===== config.mk =====
export PLATFORM = sky130hd
export DESIGN_NAME = twc_core
export DESIGN_NICKNAME = d
export VERILOG_FILES = /design/src/twc_pkg.sv /design/src/twc_in_sync.sv /design/src/twc_core.sv
export VERILOG_INCLUDE_DIRS = /design/src
export SDC_FILE = /design/constraint.sdc
export NUM_CORES = 1
export LEC_CHECK = 0
export BUFFER_PORTS_ARGS = -buffer_cell sky130_fd_sc_hd__buf_2
export CORE_MARGIN = 2
export CORE_UTILIZATION = 25
export CTS_CLUSTER_DIAMETER = 200
export DETAILED_ROUTE_END_ITERATION = 8
export PLACE_DENSITY = 0.48
export SYNTH_ARGS = -nofsm -noshare
export SYNTH_HDL_FRONTEND = slang
export SYNTH_SLANG_ARGS = --single-unit

===== constraint.sdc =====
create_clock -name clock -period 3.2 [get_ports clock]
set_input_delay 0.64 -clock clock [delete_from_list [all_inputs] [get_ports clock]]
set_output_delay 0.64 -clock clock [all_outputs]
set_load 0.01 [all_outputs]

===== src/twc_consts.svh =====
// Register offsets, field positions, reset values and timing counts of the timer
`ifndef TWC_CONSTS_SVH
`define TWC_CONSTS_SVH

// ----------------------------------------
// Register offsets
// ----------------------------------------
`define TWC_OFS_CNT_HI 3'h0
`define TWC_OFS_CNT_LO 3'h1
`define TWC_OFS_PRESC  3'h2
`define TWC_OFS_CTRL   3'h3
`define TWC_OFS_SYS    3'h4

// ----------------------------------------
// System select register fields
// ----------------------------------------
`define TWC_SYS_WD     0
`define TWC_SYS_A0_EXT 1
`define TWC_SYS_TL_EXT 2

// ----------------------------------------
// Reset values
// ----------------------------------------
`define TWC_RST_CNT    16'hffff
`define TWC_RST_PRESC  8'hff
`define TWC_RST_CTRL   8'h12

// ----------------------------------------
// Timing
// ----------------------------------------
// Internal clock divided by 4: last state of a 2-bit divider
`define TWC_DIV_LAST   2'h3

`endif


===== src/twc_pkg.sv =====
// Types shared by the timer/watchdog counter files
package twc_pkg;

  typedef enum logic [1:0] {
    TWC_IN_EVENT  = 2'h0,
    TWC_IN_GATED  = 2'h1,
    TWC_IN_TRIG   = 2'h2,
    TWC_IN_RETRIG = 2'h3
  } twc_in_mode_t;

  typedef enum logic [2:0] {
    TWC_PH_IDLE = 3'h1,
    TWC_PH_WAIT = 3'h2,
    TWC_PH_RUN  = 3'h4
  } twc_phase_t;

  typedef struct packed {
    logic [2:0] addr;
    logic [7:0] wdata;
    logic       wr;
    logic       rd;
  } twc_bus_t;

  typedef struct packed {
    logic         run;
    logic         single;
    twc_in_mode_t in_mode;
    logic         in_en;
    logic         out_mode;
    logic         pwm_level;
    logic         out_en;
  } twc_ctrl_t;

  typedef struct packed {
    logic s1;
    logic s2;
    logic s3;
  } twc_sync_t;

  typedef struct packed {
    twc_ctrl_t   ctrl;
    logic [15:0] cnt;
    logic [15:0] cval;
    logic [7:0]  presc;
    logic [7:0]  pcnt;
    logic [1:0]  div;
    twc_phase_t  phase;
    logic        new_c;
    logic        wd;
    logic        a0_ext;
    logic        tl_ext;
    logic [7:0]  rdata;
    logic        out_lvl;
    logic        pin;
    logic        eoc;
    logic        irq_tl;
    logic        irq_a0;
  } twc_state_t;

endpackage


===== src/twc_in_sync.sv =====
// Two-stage synchroniser and falling edge detector for the timer input pin
module twc_in_sync (
  input  wire logic clock,
  input  wire logic rstn,
  input  wire logic pin_in,
  output logic      level,
  output logic      fall
);

  twc_pkg::twc_sync_t r;
  twc_pkg::twc_sync_t s;

  // --------------------------------------
  // Next state
  // --------------------------------------
  // pin synchronised first
  always_comb begin
    s    = r;
    s.s1 = pin_in;
    s.s2 = r.s1;
    s.s3 = r.s2;
  end

  // Idle high so reset release makes no false edge
  always_ff @(posedge clock or negedge rstn) begin
    if (!rstn) begin
      r <= 3'h7;
    end else begin
      r <= s;
    end
  end

  assign level = r.s2;
  assign fall  = r.s3 & ~r.s2;

endmodule


===== src/twc_core.sv =====
// Timer/watchdog counter: prescaler, 16-bit down-counter, input modes, output modes
`include "twc_consts.svh"

module twc_core (
  input  wire logic             clock,
  input  wire logic             rstn,
  input  wire twc_pkg::twc_bus_t bus,
  output logic [7:0]            rdata,
  input  wire logic             timer_input_pin,
  input  wire logic             external_interrupt_input,
  output logic                  timer_output_pin,
  output logic                  irq_top_level,
  output logic                  irq_a0,
  output logic                  end_of_count
);

  // ----------------------------------------
  // State
  // ----------------------------------------
  localparam twc_pkg::twc_state_t RST_STATE = '{
    ctrl:      `TWC_RST_CTRL,
    cnt:       `TWC_RST_CNT,
    cval:      `TWC_RST_CNT,
    presc:     `TWC_RST_PRESC,
    pcnt:      `TWC_RST_PRESC,
    div:       2'h0,
    phase:     twc_pkg::TWC_PH_IDLE,
    new_c:     1'b0,
    wd:        1'b0,
    a0_ext:    1'b0,
    tl_ext:    1'b0,
    rdata:     8'h00,
    out_lvl:   1'b0,
    pin:       1'b1,
    eoc:       1'b0,
    irq_tl:    1'b0,
    irq_a0:    1'b0
  };

  twc_pkg::twc_state_t r;
  twc_pkg::twc_state_t s;

  logic in_lvl;
  logic in_fall;
  logic run_eff;
  logic ext_sel;
  logic div_tick;
  logic tick;
  logic retrig;
  logic step;
  logic eoc_now;
  logic wr_ctrl;

  twc_in_sync u_sync (
    .clock  (clock),
    .rstn   (rstn),
    .pin_in (timer_input_pin),
    .level  (in_lvl),
    .fall   (in_fall)
  );

  // ----------------------------------------
  // Counting clock selection
  // ----------------------------------------
  // watchdog overrides run
  assign run_eff  = r.ctrl.run | r.wd;
  assign ext_sel  = r.ctrl.in_en & ~r.wd;
  // Divider runs free, so the first tick after a start lands within four clocks
  // internal clock by four
  assign div_tick = (r.div == `TWC_DIV_LAST);
  assign wr_ctrl  = bus.wr && (bus.addr == `TWC_OFS_CTRL);

  always_comb begin
    tick = 1'b0;
    if (run_eff && (r.phase == twc_pkg::TWC_PH_RUN)) begin
      if (!ext_sel) begin
        tick = div_tick;
      end else begin
        case (r.ctrl.in_mode)
          twc_pkg::TWC_IN_EVENT: tick = in_fall;
          twc_pkg::TWC_IN_GATED: tick = div_tick & in_lvl;
          default:               tick = div_tick;
        endcase
      end
    end
  end

  assign retrig  = ext_sel && (r.ctrl.in_mode == twc_pkg::TWC_IN_RETRIG) &&
                   run_eff && (r.phase == twc_pkg::TWC_PH_RUN) && in_fall;
  assign step    = tick && !retrig && (r.pcnt == 8'h00);
  assign eoc_now = step && (r.cnt == 16'h0000);

  // ----------------------------------------
  // Next state
  // ----------------------------------------
  always_comb begin
    s       = r;
    s.eoc   = eoc_now;
    s.rdata = 8'h00;
    s.div   = r.div + 2'h1;

    // Phase: idle, waiting for trigger, running
    case (r.phase)
      twc_pkg::TWC_PH_IDLE: begin
        if (run_eff) begin
          if (ext_sel && (r.ctrl.in_mode == twc_pkg::TWC_IN_TRIG)) begin
            s.phase = twc_pkg::TWC_PH_WAIT;
          end else begin
            s.phase = twc_pkg::TWC_PH_RUN;
          end
          if (r.new_c) begin
            s.cnt   = r.cval;
            s.pcnt  = r.presc;
            s.new_c = 1'b0;
          end
        end
      end
      twc_pkg::TWC_PH_WAIT: begin
        if (!run_eff) begin
          s.phase = twc_pkg::TWC_PH_IDLE;
        end else if (in_fall || !(ext_sel && (r.ctrl.in_mode == twc_pkg::TWC_IN_TRIG))) begin
          // Watchdog or a mode change must not park the counter here
          s.phase = twc_pkg::TWC_PH_RUN;
        end
      end
      twc_pkg::TWC_PH_RUN: begin
        if (!run_eff) begin
          s.phase = twc_pkg::TWC_PH_IDLE;
        end
      end
      default: s.phase = twc_pkg::TWC_PH_IDLE;
    endcase

    if (retrig) begin
      s.cnt   = r.cval;
      s.pcnt  = r.presc;
      s.new_c = 1'b0;
    end else if (tick) begin
      if (r.pcnt == 8'h00) begin
        s.pcnt = r.presc;
        if (eoc_now) begin
          s.cnt   = r.cval;
          s.new_c = 1'b0;
        end else begin
          s.cnt = r.cnt - 16'h0001;
        end
      end else begin
        s.pcnt = r.pcnt - 8'h01;
      end
    end

    if (eoc_now) begin
      if (r.ctrl.single && !r.wd) begin
        s.ctrl.run = 1'b0;
        s.phase    = twc_pkg::TWC_PH_IDLE;
      end
      if (r.ctrl.out_mode) begin
        s.out_lvl = r.ctrl.pwm_level;
      end else begin
        s.out_lvl = ~r.out_lvl;
      end
    end

    // Software writes win over hardware updates
    if (bus.wr) begin
      case (bus.addr)
        `TWC_OFS_CNT_HI: begin
          if (!r.wd) begin
            s.cval[15:8] = bus.wdata;
            s.new_c      = 1'b1;
          end
        end
        `TWC_OFS_CNT_LO: begin
          if (!r.wd) begin
            s.cval[7:0] = bus.wdata;
            s.new_c     = 1'b1;
          end
        end
        `TWC_OFS_PRESC: begin
          s.presc = bus.wdata;
          s.pcnt  = bus.wdata;
        end
        `TWC_OFS_CTRL: s.ctrl = twc_pkg::twc_ctrl_t'(bus.wdata);
        `TWC_OFS_SYS: begin
          // Watchdog mode cannot be left once entered
          s.wd     = r.wd | bus.wdata[`TWC_SYS_WD];
          s.a0_ext = bus.wdata[`TWC_SYS_A0_EXT];
          s.tl_ext = bus.wdata[`TWC_SYS_TL_EXT];
        end
        default: s.wd = r.wd;
      endcase
    end

    if (bus.rd) begin
      case (bus.addr)
        // Counter reads show the live count
        `TWC_OFS_CNT_HI: s.rdata = r.cnt[15:8];
        `TWC_OFS_CNT_LO: s.rdata = r.cnt[7:0];
        `TWC_OFS_PRESC:  s.rdata = r.presc;
        `TWC_OFS_CTRL:   s.rdata = r.ctrl;
        `TWC_OFS_SYS:    s.rdata = {5'h00, r.tl_ext, r.a0_ext, r.wd};
        default:         s.rdata = 8'h00;
      endcase
    end

    s.pin = s.ctrl.out_en ? s.out_lvl : 1'b1;

    s.irq_tl = r.tl_ext ? external_interrupt_input : eoc_now;
    s.irq_a0 = r.a0_ext ? external_interrupt_input : eoc_now;
  end

  always_ff @(posedge clock or negedge rstn) begin
    if (!rstn) begin
      r <= RST_STATE;
    end else begin
      r <= s;
    end
  end

  assign rdata            = r.rdata;
  assign timer_output_pin = r.pin;
  assign irq_top_level    = r.irq_tl;
  assign irq_a0           = r.irq_a0;
  assign end_of_count     = r.eoc;
endmodule


==> results of run 1 <==
## Yosys cell counts, types with 3 or more instances
master,n,area [um2]
dfstp_2,55,1450
nand2_1,50,188
nor2_1,32,120
o21ai_0,29,145
dfrtp_1,26,651
mux2_2,24,270
a21oi_1,18,90.1
mux2i_1,14,140
buf_4,10,75.1
inv_1,10,37.5
nand3_1,9,45.0
nor3_1,9,45.0
xor2_1,8,70.1
o22a_1,6,52.6
or3_1,6,37.5
a211oi_1,5,37.5
clkbuf_1,5,18.8
nand2b_1,5,31.3
o22ai_1,5,31.3
a31oi_1,4,25.0
nor2b_1,4,25.0
nor3b_1,4,30.0
a21o_1,3,22.5
a311oi_1,3,26.3
buf_2,3,15.0
ha_1,3,37.5
nor4_1,3,18.8
o221a_2,3,33.8
or2_2,3,18.8
or4_1,3,22.5
xnor2_1,3,26.3
## final timing paths
check | from | to | cells after the start
min | u_sync.r[2]$_DFF_PN1_ | u_sync.level$_DFF_PN1_ | 0
min in group asynchronous | rstn | r[72]$_DFFE_PN0P_ | 1
max in group asynchronous | rstn | r[35]$_DFFE_PN1P_ | 2
max | r[22]$_DFF_PN1_ | r[55]$_DFF_PN1_ | 9
max reg2reg | r[22]$_DFF_PN1_ | r[55]$_DFF_PN1_ | 9
min reg2reg | u_sync.r[2]$_DFF_PN1_ | u_sync.level$_DFF_PN1_ | 0
## routing by layer
metal  GRT usage  routed length [um]
met5           0                   0
met4      0.0473                 183
met3      0.0310                 349
met2       0.212                5400
met1       0.179                5410
## kinds of logic (layout without fill, tap and decap cells)
group	count (synthesis)	after routing	synth area share
AOI/OAI and AO/OA	92	92	0.142
xor gates and xnor gates	11	11	0.0229
adders and majority gates	3	3	0.00891
buffers and inverters	32	63	0.0419
DFF	81	81	0.497
muxes	40	40	0.108
and+or+nand+nor	146	146	0.179
## through the flow
stage | hold slack, ns | setup WS [ns] | instances
5_1_grt | 0.363 | 0.129 | 656
2_1_floorplan | 0.344 | 0.792 | 405
4_1_cts | 0.358 | 0.380 | 656
3_3_place_gp | 0.349 | 0.461 | 640
3_5_place_dp | 0.350 | 0.414 | 640
6_report | 0.356 | 0.376 | 656
## area by class of cell
| class | instances | area [um2] |
|---|---|---|
| clock buffer | 13 | 250 |
| clock inverter | 3 | 42.5 |
| fill | 1708 | 11700 |
| inverter | 10 | 37.5 |
| multi-input combinational | 292 | 1940 |
| sequential | 81 | 2100 |
| tap | 220 | 275 |
| timing repair buffer | 37 | 210 |
## placed cells by master (no fill, tap or decap), types with 5 or more instances in the layout
cell type	synthesis	final
o22ai_1	5	5
nor3_1	9	9
dfstp_2	55	55
o22a_1	6	6
clkbuf_16	0	9
mux2i_1	14	14
nand2b_1	5	5
a211oi_1	5	5
a21oi_1	18	18
or3_1	6	6
nand2_1	50	50
inv_1	10	10
buf_2	3	27
xor2_1	8	8
nor2_1	32	32
dfrtp_1	26	26
buf_4	10	10
nand3_1	9	9
mux2_2	24	24
o21ai_0	29	29
## sequential cells by signal, indices dropped and copies added (netlist names)
register,cells
r,66
irq_top_level,1
u_sync.level,1
rdata,8
end_of_count,1
irq_a0,1
timer_output_pin,1
u_sync.r,2
## power groups by stage
stage	logic, mW	clock network [mW]	registers (mW)
floorplan	0.722	0	1.75
global placement	0.905	0	1.89
detailed placement	0.914	0	1.89
CTS	0.921	1.06	1.88
global route	1.03	1.11	1.93
finish	0.918	1.02	1.88
## worst max-delay path, stage by stage (launching register included)
cell and delay [ns]:
dfstp_2 0.55, inv_1 0.05, ha_1 0.20, or3b_4 0.25, or3_1 0.25, nor3_1 0.11
buf_4 0.19, a21oi_1 0.77, nor2_1 0.11, a211oi_1 0.24
==> flow_metrics.tcl, run 1 <==
set metrics [dict create \
    post_drt_wl_per_cell_um 17.3 \
    p_leak_nw 1.98 \
    p_per_area_nw_per_um2 787 \
    pwr-share-comb 0.240 \
    max_freq_ghz 0.354 \
    drt_iter0_drc 172 \
    hold_viol 0 \
    cts_setup_buffers 0 \
    wl_um 11300 \
    clock_latency_ns 0.34 \
    grt_pass1_vias 3298 \
    ant_nets 0 \
    crit_path_max_fanout 11 \
    numPortBuffers 28 \
    rows 47 \
    power_mw 3.82 \
    status "complete, no violations" \
    core_um2 16500 \
    p_seq_frac 0.492 \
    antenna_found_initial 0 \
    fin_util 0.294 \
    syn_area_per_cell_um2 10.4 \
    sw_frac_of_total 0.315 \
    drive_gt1_frac 0.339 \
    arrival_ns 3.07 \
    numCtsBuffers 9 \
    postPlaceCellArea_um2 4560 \
    tightest_slew_ns 0.993 \
    power.internal_mw 2.62 \
    finalSetupTns_ns 0 \
    slew_violations 0 \
    ys_warn_count 0 \
    synthArstFlopShare 1.00 \
    clock-root-buffer "clkbuf_16" \
    ys_ff_latch 81 \
    grt.overflow.total 0 \
    grt_max_degree 70 \
    postLayoutCellArea_um2 4850 \
    drc 0 \
    tritoncts "yes" \
    synth_cells 405 \
    synth_flop_cell "dfstp_2" \
    final_nets 451 \
    die_h_um 134 \
    cts_resized 0 \
    maxCapViolations 0 \
    htree_levels 3 \
    ir_drop_mv 0.232 \
    num_vias 3172 \
    path_clk_slew_ns 0.06 \
    grt_pass1_wl_um 18300 \
    die_x_um 134 \
    clockPowerShare 0.268 \
    min_path_type "register to register" \
    dr.pass1.iters 4 \
    switchingPower_mw 1.20 \
    cts_hold_buf 0 \
    worstSetupEndpointType "register" \
    die_area_um2 17900 \
    ios 29 \
    yosysUniqueCellTypes 60 \
    initial_core_util 0.255 \
    critPathKind "register to register" \
    reg2reg_slack_ns 0.38 \
    synth-edff-count 0 \
    cp.required_ns 3.45 \
    fin_crit_ns 2.82 \
    diodes 0 \
    finClkSkew_ns 0.0106 \
    cts_buffer_depth 2 \
    syn_nets 425 \
    clkSinkCount 81 \
    ys_seq_area_frac 0.497 \
    relSlewSlack 0.338 \
    setup_viol 0 \
    synth_area_um2 4220 \
    area_delta_synth_final_pct 15.2 \
    finalCritPeriodShare 0.883 \
    vias_per_cell 4.84 \
    track_usage 0.134 \
    rsz0062_at_grt "false" \
    place_hpwl_um 8350 \
    place_congestion 0.860 \
    startpoint_type "register" \
]
Note: power is estimated with default switching activity, not from simulation.
==> run 2: changes to the inputs <==
--- a/config.mk
+++ b/config.mk
@@ -8,10 +8,10 @@
 export LEC_CHECK = 0
 export BUFFER_PORTS_ARGS = -buffer_cell sky130_fd_sc_hd__buf_2
 export CORE_MARGIN = 2
-export CORE_UTILIZATION = 25
+export CORE_UTILIZATION = 45
 export CTS_CLUSTER_DIAMETER = 200
 export DETAILED_ROUTE_END_ITERATION = 8
-export PLACE_DENSITY = 0.48
+export PLACE_DENSITY = 0.7
 export SYNTH_ARGS = -nofsm -noshare
 export SYNTH_HDL_FRONTEND = slang
 export SYNTH_SLANG_ARGS = --single-unit
==> flow_metrics.tcl, run 2 (same netlist as run 1, synthesis figures left out) <==
set metrics [dict create \
    clock_latency_ns 0.36 \
    regArea_um2 2100 \
    finClkSkew_ns 0.00930 \
    grt.overflow.total 0 \
    max_freq_ghz 0.368 \
    whs_ns 0.362 \
    slew_violations 0 \
    finalSetupTns_ns 0 \
    ios 29 \
    core_um2 9150 \
    startpoint_type "register" \
    vias_per_cell 5.88 \
    rows 35 \
    layout_commonest_cell "dfstp_2" \
    wl_um 10300 \
    numCtsBuffers 9 \
    cp.required_ns 3.46 \
    cts_hold_buf 0 \
    p_leak_nw 1.96 \
    drc 0 \
    place_congestion 0.949 \
    tritoncts "yes" \
    tightest_slew_ns 1.00 \
    post_drt_wl_per_cell_um 18.9 \
    maxCapViolations 0 \
    grt_max_degree 82 \
    path_clk_slew_ns 0.08 \
    cts_setup_buffers 0 \
    ant_nets 0 \
    ir_drop_mv 0.397 \
    power_mw 3.63 \
    hold_viol 0 \
    die_area_um2 10200 \
    diodes 0 \
    cts_buffer_depth 2 \
    cts_resized 0 \
    dr.pass1.iters 5 \
    numPortBuffers 28 \
    area_delta_synth_final_pct 10.2 \
    initial_core_util 0.461 \
    clkSinkCount 81 \
    arrival_ns 2.97 \
    place_hpwl_um 7370 \
    largest_register_ffs 66 \
    crit_path_max_fanout 14 \
    rsz0062_at_grt "false" \
    finalCritPeriodShare 0.848 \
    setup_viol 0 \
    drive_gt1_frac 0.344 \
    post-place-cells 531 \
    worstSetupEndpointType "register" \
    track_usage 0.217 \
    top_register "r" \
    fin_crit_ns 2.71 \
    p_per_area_nw_per_um2 781 \
    relSlewSlack 0.334 \
    clock-root-buffer "clkbuf_8" \
    die_h_um 101 \
    antenna_found_initial 0 \
    min_path_type "register to register" \
    grt_pass1_wl_um 16800 \
    critPathKind "register to register" \
    layout.cells.non_filler 547 \
    status "complete, no violations" \
    fin_util 0.508 \
    multi_input_area_um2 1940 \
    htree_levels 3 \
    drt_iter0_drc 209 \
    grt_pass1_vias 3182 \
    die_x_um 101 \
    final_nets 451 \
    num-fill-cells 830 \
    num_vias 3219 \
    final_cell_mix "dfstp_2, nand2_1, nor2_1, o21ai_0, buf_2" \
]
run 2: cell count changes in the layout (fill, tap and decap cells not counted):
cell	previous run	this run
clkinv_2	1	2
bufinv_16	1	2
clkinvlp_4	1	0
clkbuf_16	9	0
clkinv_4	0	1
clkbuf_8	1	10
clkbuf_1	3	1
run 2: final timing paths:
kind | from | end | slack, ns | depth (start not counted)
max in group asynchronous | rstn | r[20]$_DFF_PN0_ | 2.12 | 1
setup reg to reg | r[22]$_DFF_PN1_ | r[64]$_DFF_PN1_ | 0.49 | 9
hold reg to reg | u_sync.r[2]$_DFF_PN1_ | u_sync.level$_DFF_PN1_ | 0.36 | 0
hold / removal | u_sync.r[2]$_DFF_PN1_ | u_sync.level$_DFF_PN1_ | 0.36 | 0
setup / recovery | r[22]$_DFF_PN1_ | r[64]$_DFF_PN1_ | 0.49 | 9
min in group asynchronous | rstn | r[4]$_DFF_PN0_ | 0.45 | 1
run 2: final cells by class:
class / count / share of cell area
Timing Repair Buffer: 37 / 0.0452
Tap cell: 111 / 0.0299
Clock buffer: 11 / 0.0304
Multi-Input combinational cell: 292 / 0.418
Inverter: 10 / 0.00808
Clock inverter: 5 / 0.0170
Sequential cell: 81 / 0.451
run 2: critical path, stage by stage (launching register included):
cell,delay [ns]
dfstp_2,0.39
inv_1,0.05
ha_1,0.15
or3b_4,0.40
or3_1,0.48
nor3_1,0.22
buf_4,0.20
nand2b_2,0.32
a21oi_1,0.11
a311oi_1,0.29
run 2: per-stage QoR:
stage	worst slack, ns	instance area [um2]
after floorplan	0.792	4220
after global placement	0.575	4430
after detailed placement	0.525	4430
after CTS	0.497	4650
after global routing	0.183	4650
final	0.486	4650
run 2: where the power goes:
part	internal, mW	total (mW)	switching (mW)
registers	1.52	1.88	0.356
logic	0.464	0.916	0.452
clock network	0.460	0.832	0.372
run 2: per-layer routing:
| metal | GRT usage | part of all wire | wire, um |
|---|---|---|---|
| met1 | 0.307 | 0.47 | 4810 |
| met2 | 0.338 | 0.48 | 4910 |
| met3 | 0.0444 | 0.044 | 451 |
| met4 | 0.0622 | 0.015 | 154 |
| met5 | 0 | 0 | 0 |
==> run 3: changes to the inputs <==
==> constraint.sdc (replaced) <==
create_clock -name clock -period 2.5 [get_ports clock]
set_input_delay 0.5 -clock clock [delete_from_list [all_inputs] [get_ports clock]]
set_output_delay 0.5 -clock clock [all_outputs]
set_load 0.01 [all_outputs]
==> flow_metrics.tcl, run 3 (same netlist as run 1, synthesis figures left out) <==
set metrics [dict create \
    status "complete, no violations" \
    vias_per_cell 5.96 \
    place_hpwl_um 7660 \
    grt_pass1_wl_um 17000 \
    numCtsBuffers 9 \
    ios 29 \
    critPathKind "register to register" \
    antenna_found_initial 0 \
    slowest_delay_ns 0.41 \
    crit_path_max_fanout 6 \
    die_h_um 101 \
    numPortBuffers 28 \
    p_leak_nw 2.04 \
    rsz0062_at_grt "false" \
    tritoncts "yes" \
    drive_gt1_frac 0.385 \
    maxCapViolations 0 \
    grt.overflow.total 0 \
    ir_drop_mv 0.443 \
    grt_pass1_vias 3336 \
    reg2reg_slack_ns 0.08 \
    cts_hold_buf 0 \
    drc 0 \
    place_congestion 0.911 \
    p_per_area_nw_per_um2 951 \
    arrival_ns 2.69 \
    post_drt_wl_per_cell_um 18.6 \
    num_vias 3368 \
    core_um2 9150 \
    final_nets 469 \
    drt_iter0_drc 177 \
    initial_core_util 0.461 \
    setup_viol 0 \
    die_area_um2 10200 \
    startpoint_type "register" \
    fin_util 0.527 \
    die_x_um 101 \
    fin_crit_ns 2.42 \
    cp.required_ns 2.77 \
    finClkSkew_ns 0.00565 \
    top_register "r" \
    cts_buffer_depth 2 \
    grt_max_degree 36 \
    crit_chain "inv_1 > ha_1 > or3b_4 > or3_4 > nor3_4 > buf_6 > nand2b_4 > buf_4 > nor2_1 > a211oi_2" \
    clkSinkCount 81 \
    largest_register_ffs 66 \
    area_delta_synth_final_pct 14.4 \
    dr.pass1.iters 7 \
    track_usage 0.218 \
    max_freq_ghz 0.413 \
    tightest_slew_ns 0.572 \
    clock_latency_ns 0.35 \
    setup_ws_ns 0.0814 \
    slew_violations 0 \
    diodes 0 \
    relSlewSlack 0.619 \
    wl_um 10500 \
    htree_levels 3 \
    path_clk_slew_ns 0.08 \
    finalCritPeriodShare 0.967 \
    layout_commonest_cell "dfstp_2" \
    rows 35 \
    ant_nets 0 \
    clock-root-buffer "clkbuf_8" \
    final_cell_mix "dfstp_2, nand2_1, nor2_1, o21ai_0, buf_2" \
    slowest_stage "or3_4" \
    hold_viol 0 \
    min_path_type "input pin to asynchronous set/reset pin" \
    worstSetupEndpointType "register" \
    pre_cts_ws_ns -0.134 \
]
run 3: worst paths after layout:
path	depth (start not counted)	end	start
setup / recovery	10	r[55]$_DFF_PN1_	r[22]$_DFF_PN1_
hold / removal	1	r[4]$_DFF_PN0_	rstn
setup reg to reg	10	r[55]$_DFF_PN1_	r[22]$_DFF_PN1_
hold reg to reg	0	u_sync.level$_DFF_PN1_	u_sync.r[2]$_DFF_PN1_
max in group asynchronous	2	r[22]$_DFF_PN1_	rstn
min in group clock	1	u_sync.r[2]$_DFF_PN1_	timer_input_pin
run 3: worst max-delay path, delay by kind of cell (launching register included):
kind / cells / cell delay, ns
simple gates: 5 / 1.23
buf+inv: 3 / 0.36
fa+ha+maj: 1 / 0.17
compound gates: 1 / 0.19
flops: 1 / 0.39
run 3: what timing repair did:
| action | in CTS | in global routing |
|---|---|---|
| pin swaps | 0 | 2 |
| buffers inserted | 0 | 1 |
| endpoints found under the setup margin | 10 | 15 |
| resized for setup | 3 | 9 |
| gates cloned | 0 | 1 |
run 3: power by group:
group | switching, mW | internal, mW
clock | 0.460 | 0.442
sequential | 0.462 | 1.95
combinational | 0.614 | 0.659
run 3: cell type report:
cell class	instances	area (um2)
Tap cell	111	139
Multi-Input combinational cell	292	2000
Inverter	10	37.5
Sequential cell	81	2100
Clock buffer	14	173
Fill cell	810	4330
Clock inverter	2	12.5
Timing Repair Buffer	55	365
run 3: per-stage QoR:
stage                     TNS [ns]  hold slack [ns]  power (mW)  instances  cell area (um2)
after floorplan                  0            0.204        3.16        405             4220
after global placement      -0.280            0.348        3.57        547             4560
after detailed placement    -0.921            0.348        3.63        547             4560
after CTS                        0           0.0999        4.54        563             4760
after global routing             0            0.120        4.83        565             4820
final                            0           0.0932        4.59        565             4820
run 3: metal layers:
metal	part of all wire	GRT usage	vias to the layer above
li1	-	-	1540
met1	0.45	0.300	1706
met2	0.48	0.347	105
met3	0.052	0.0374	17
met4	0.020	0.0780	0
met5	0	0	-
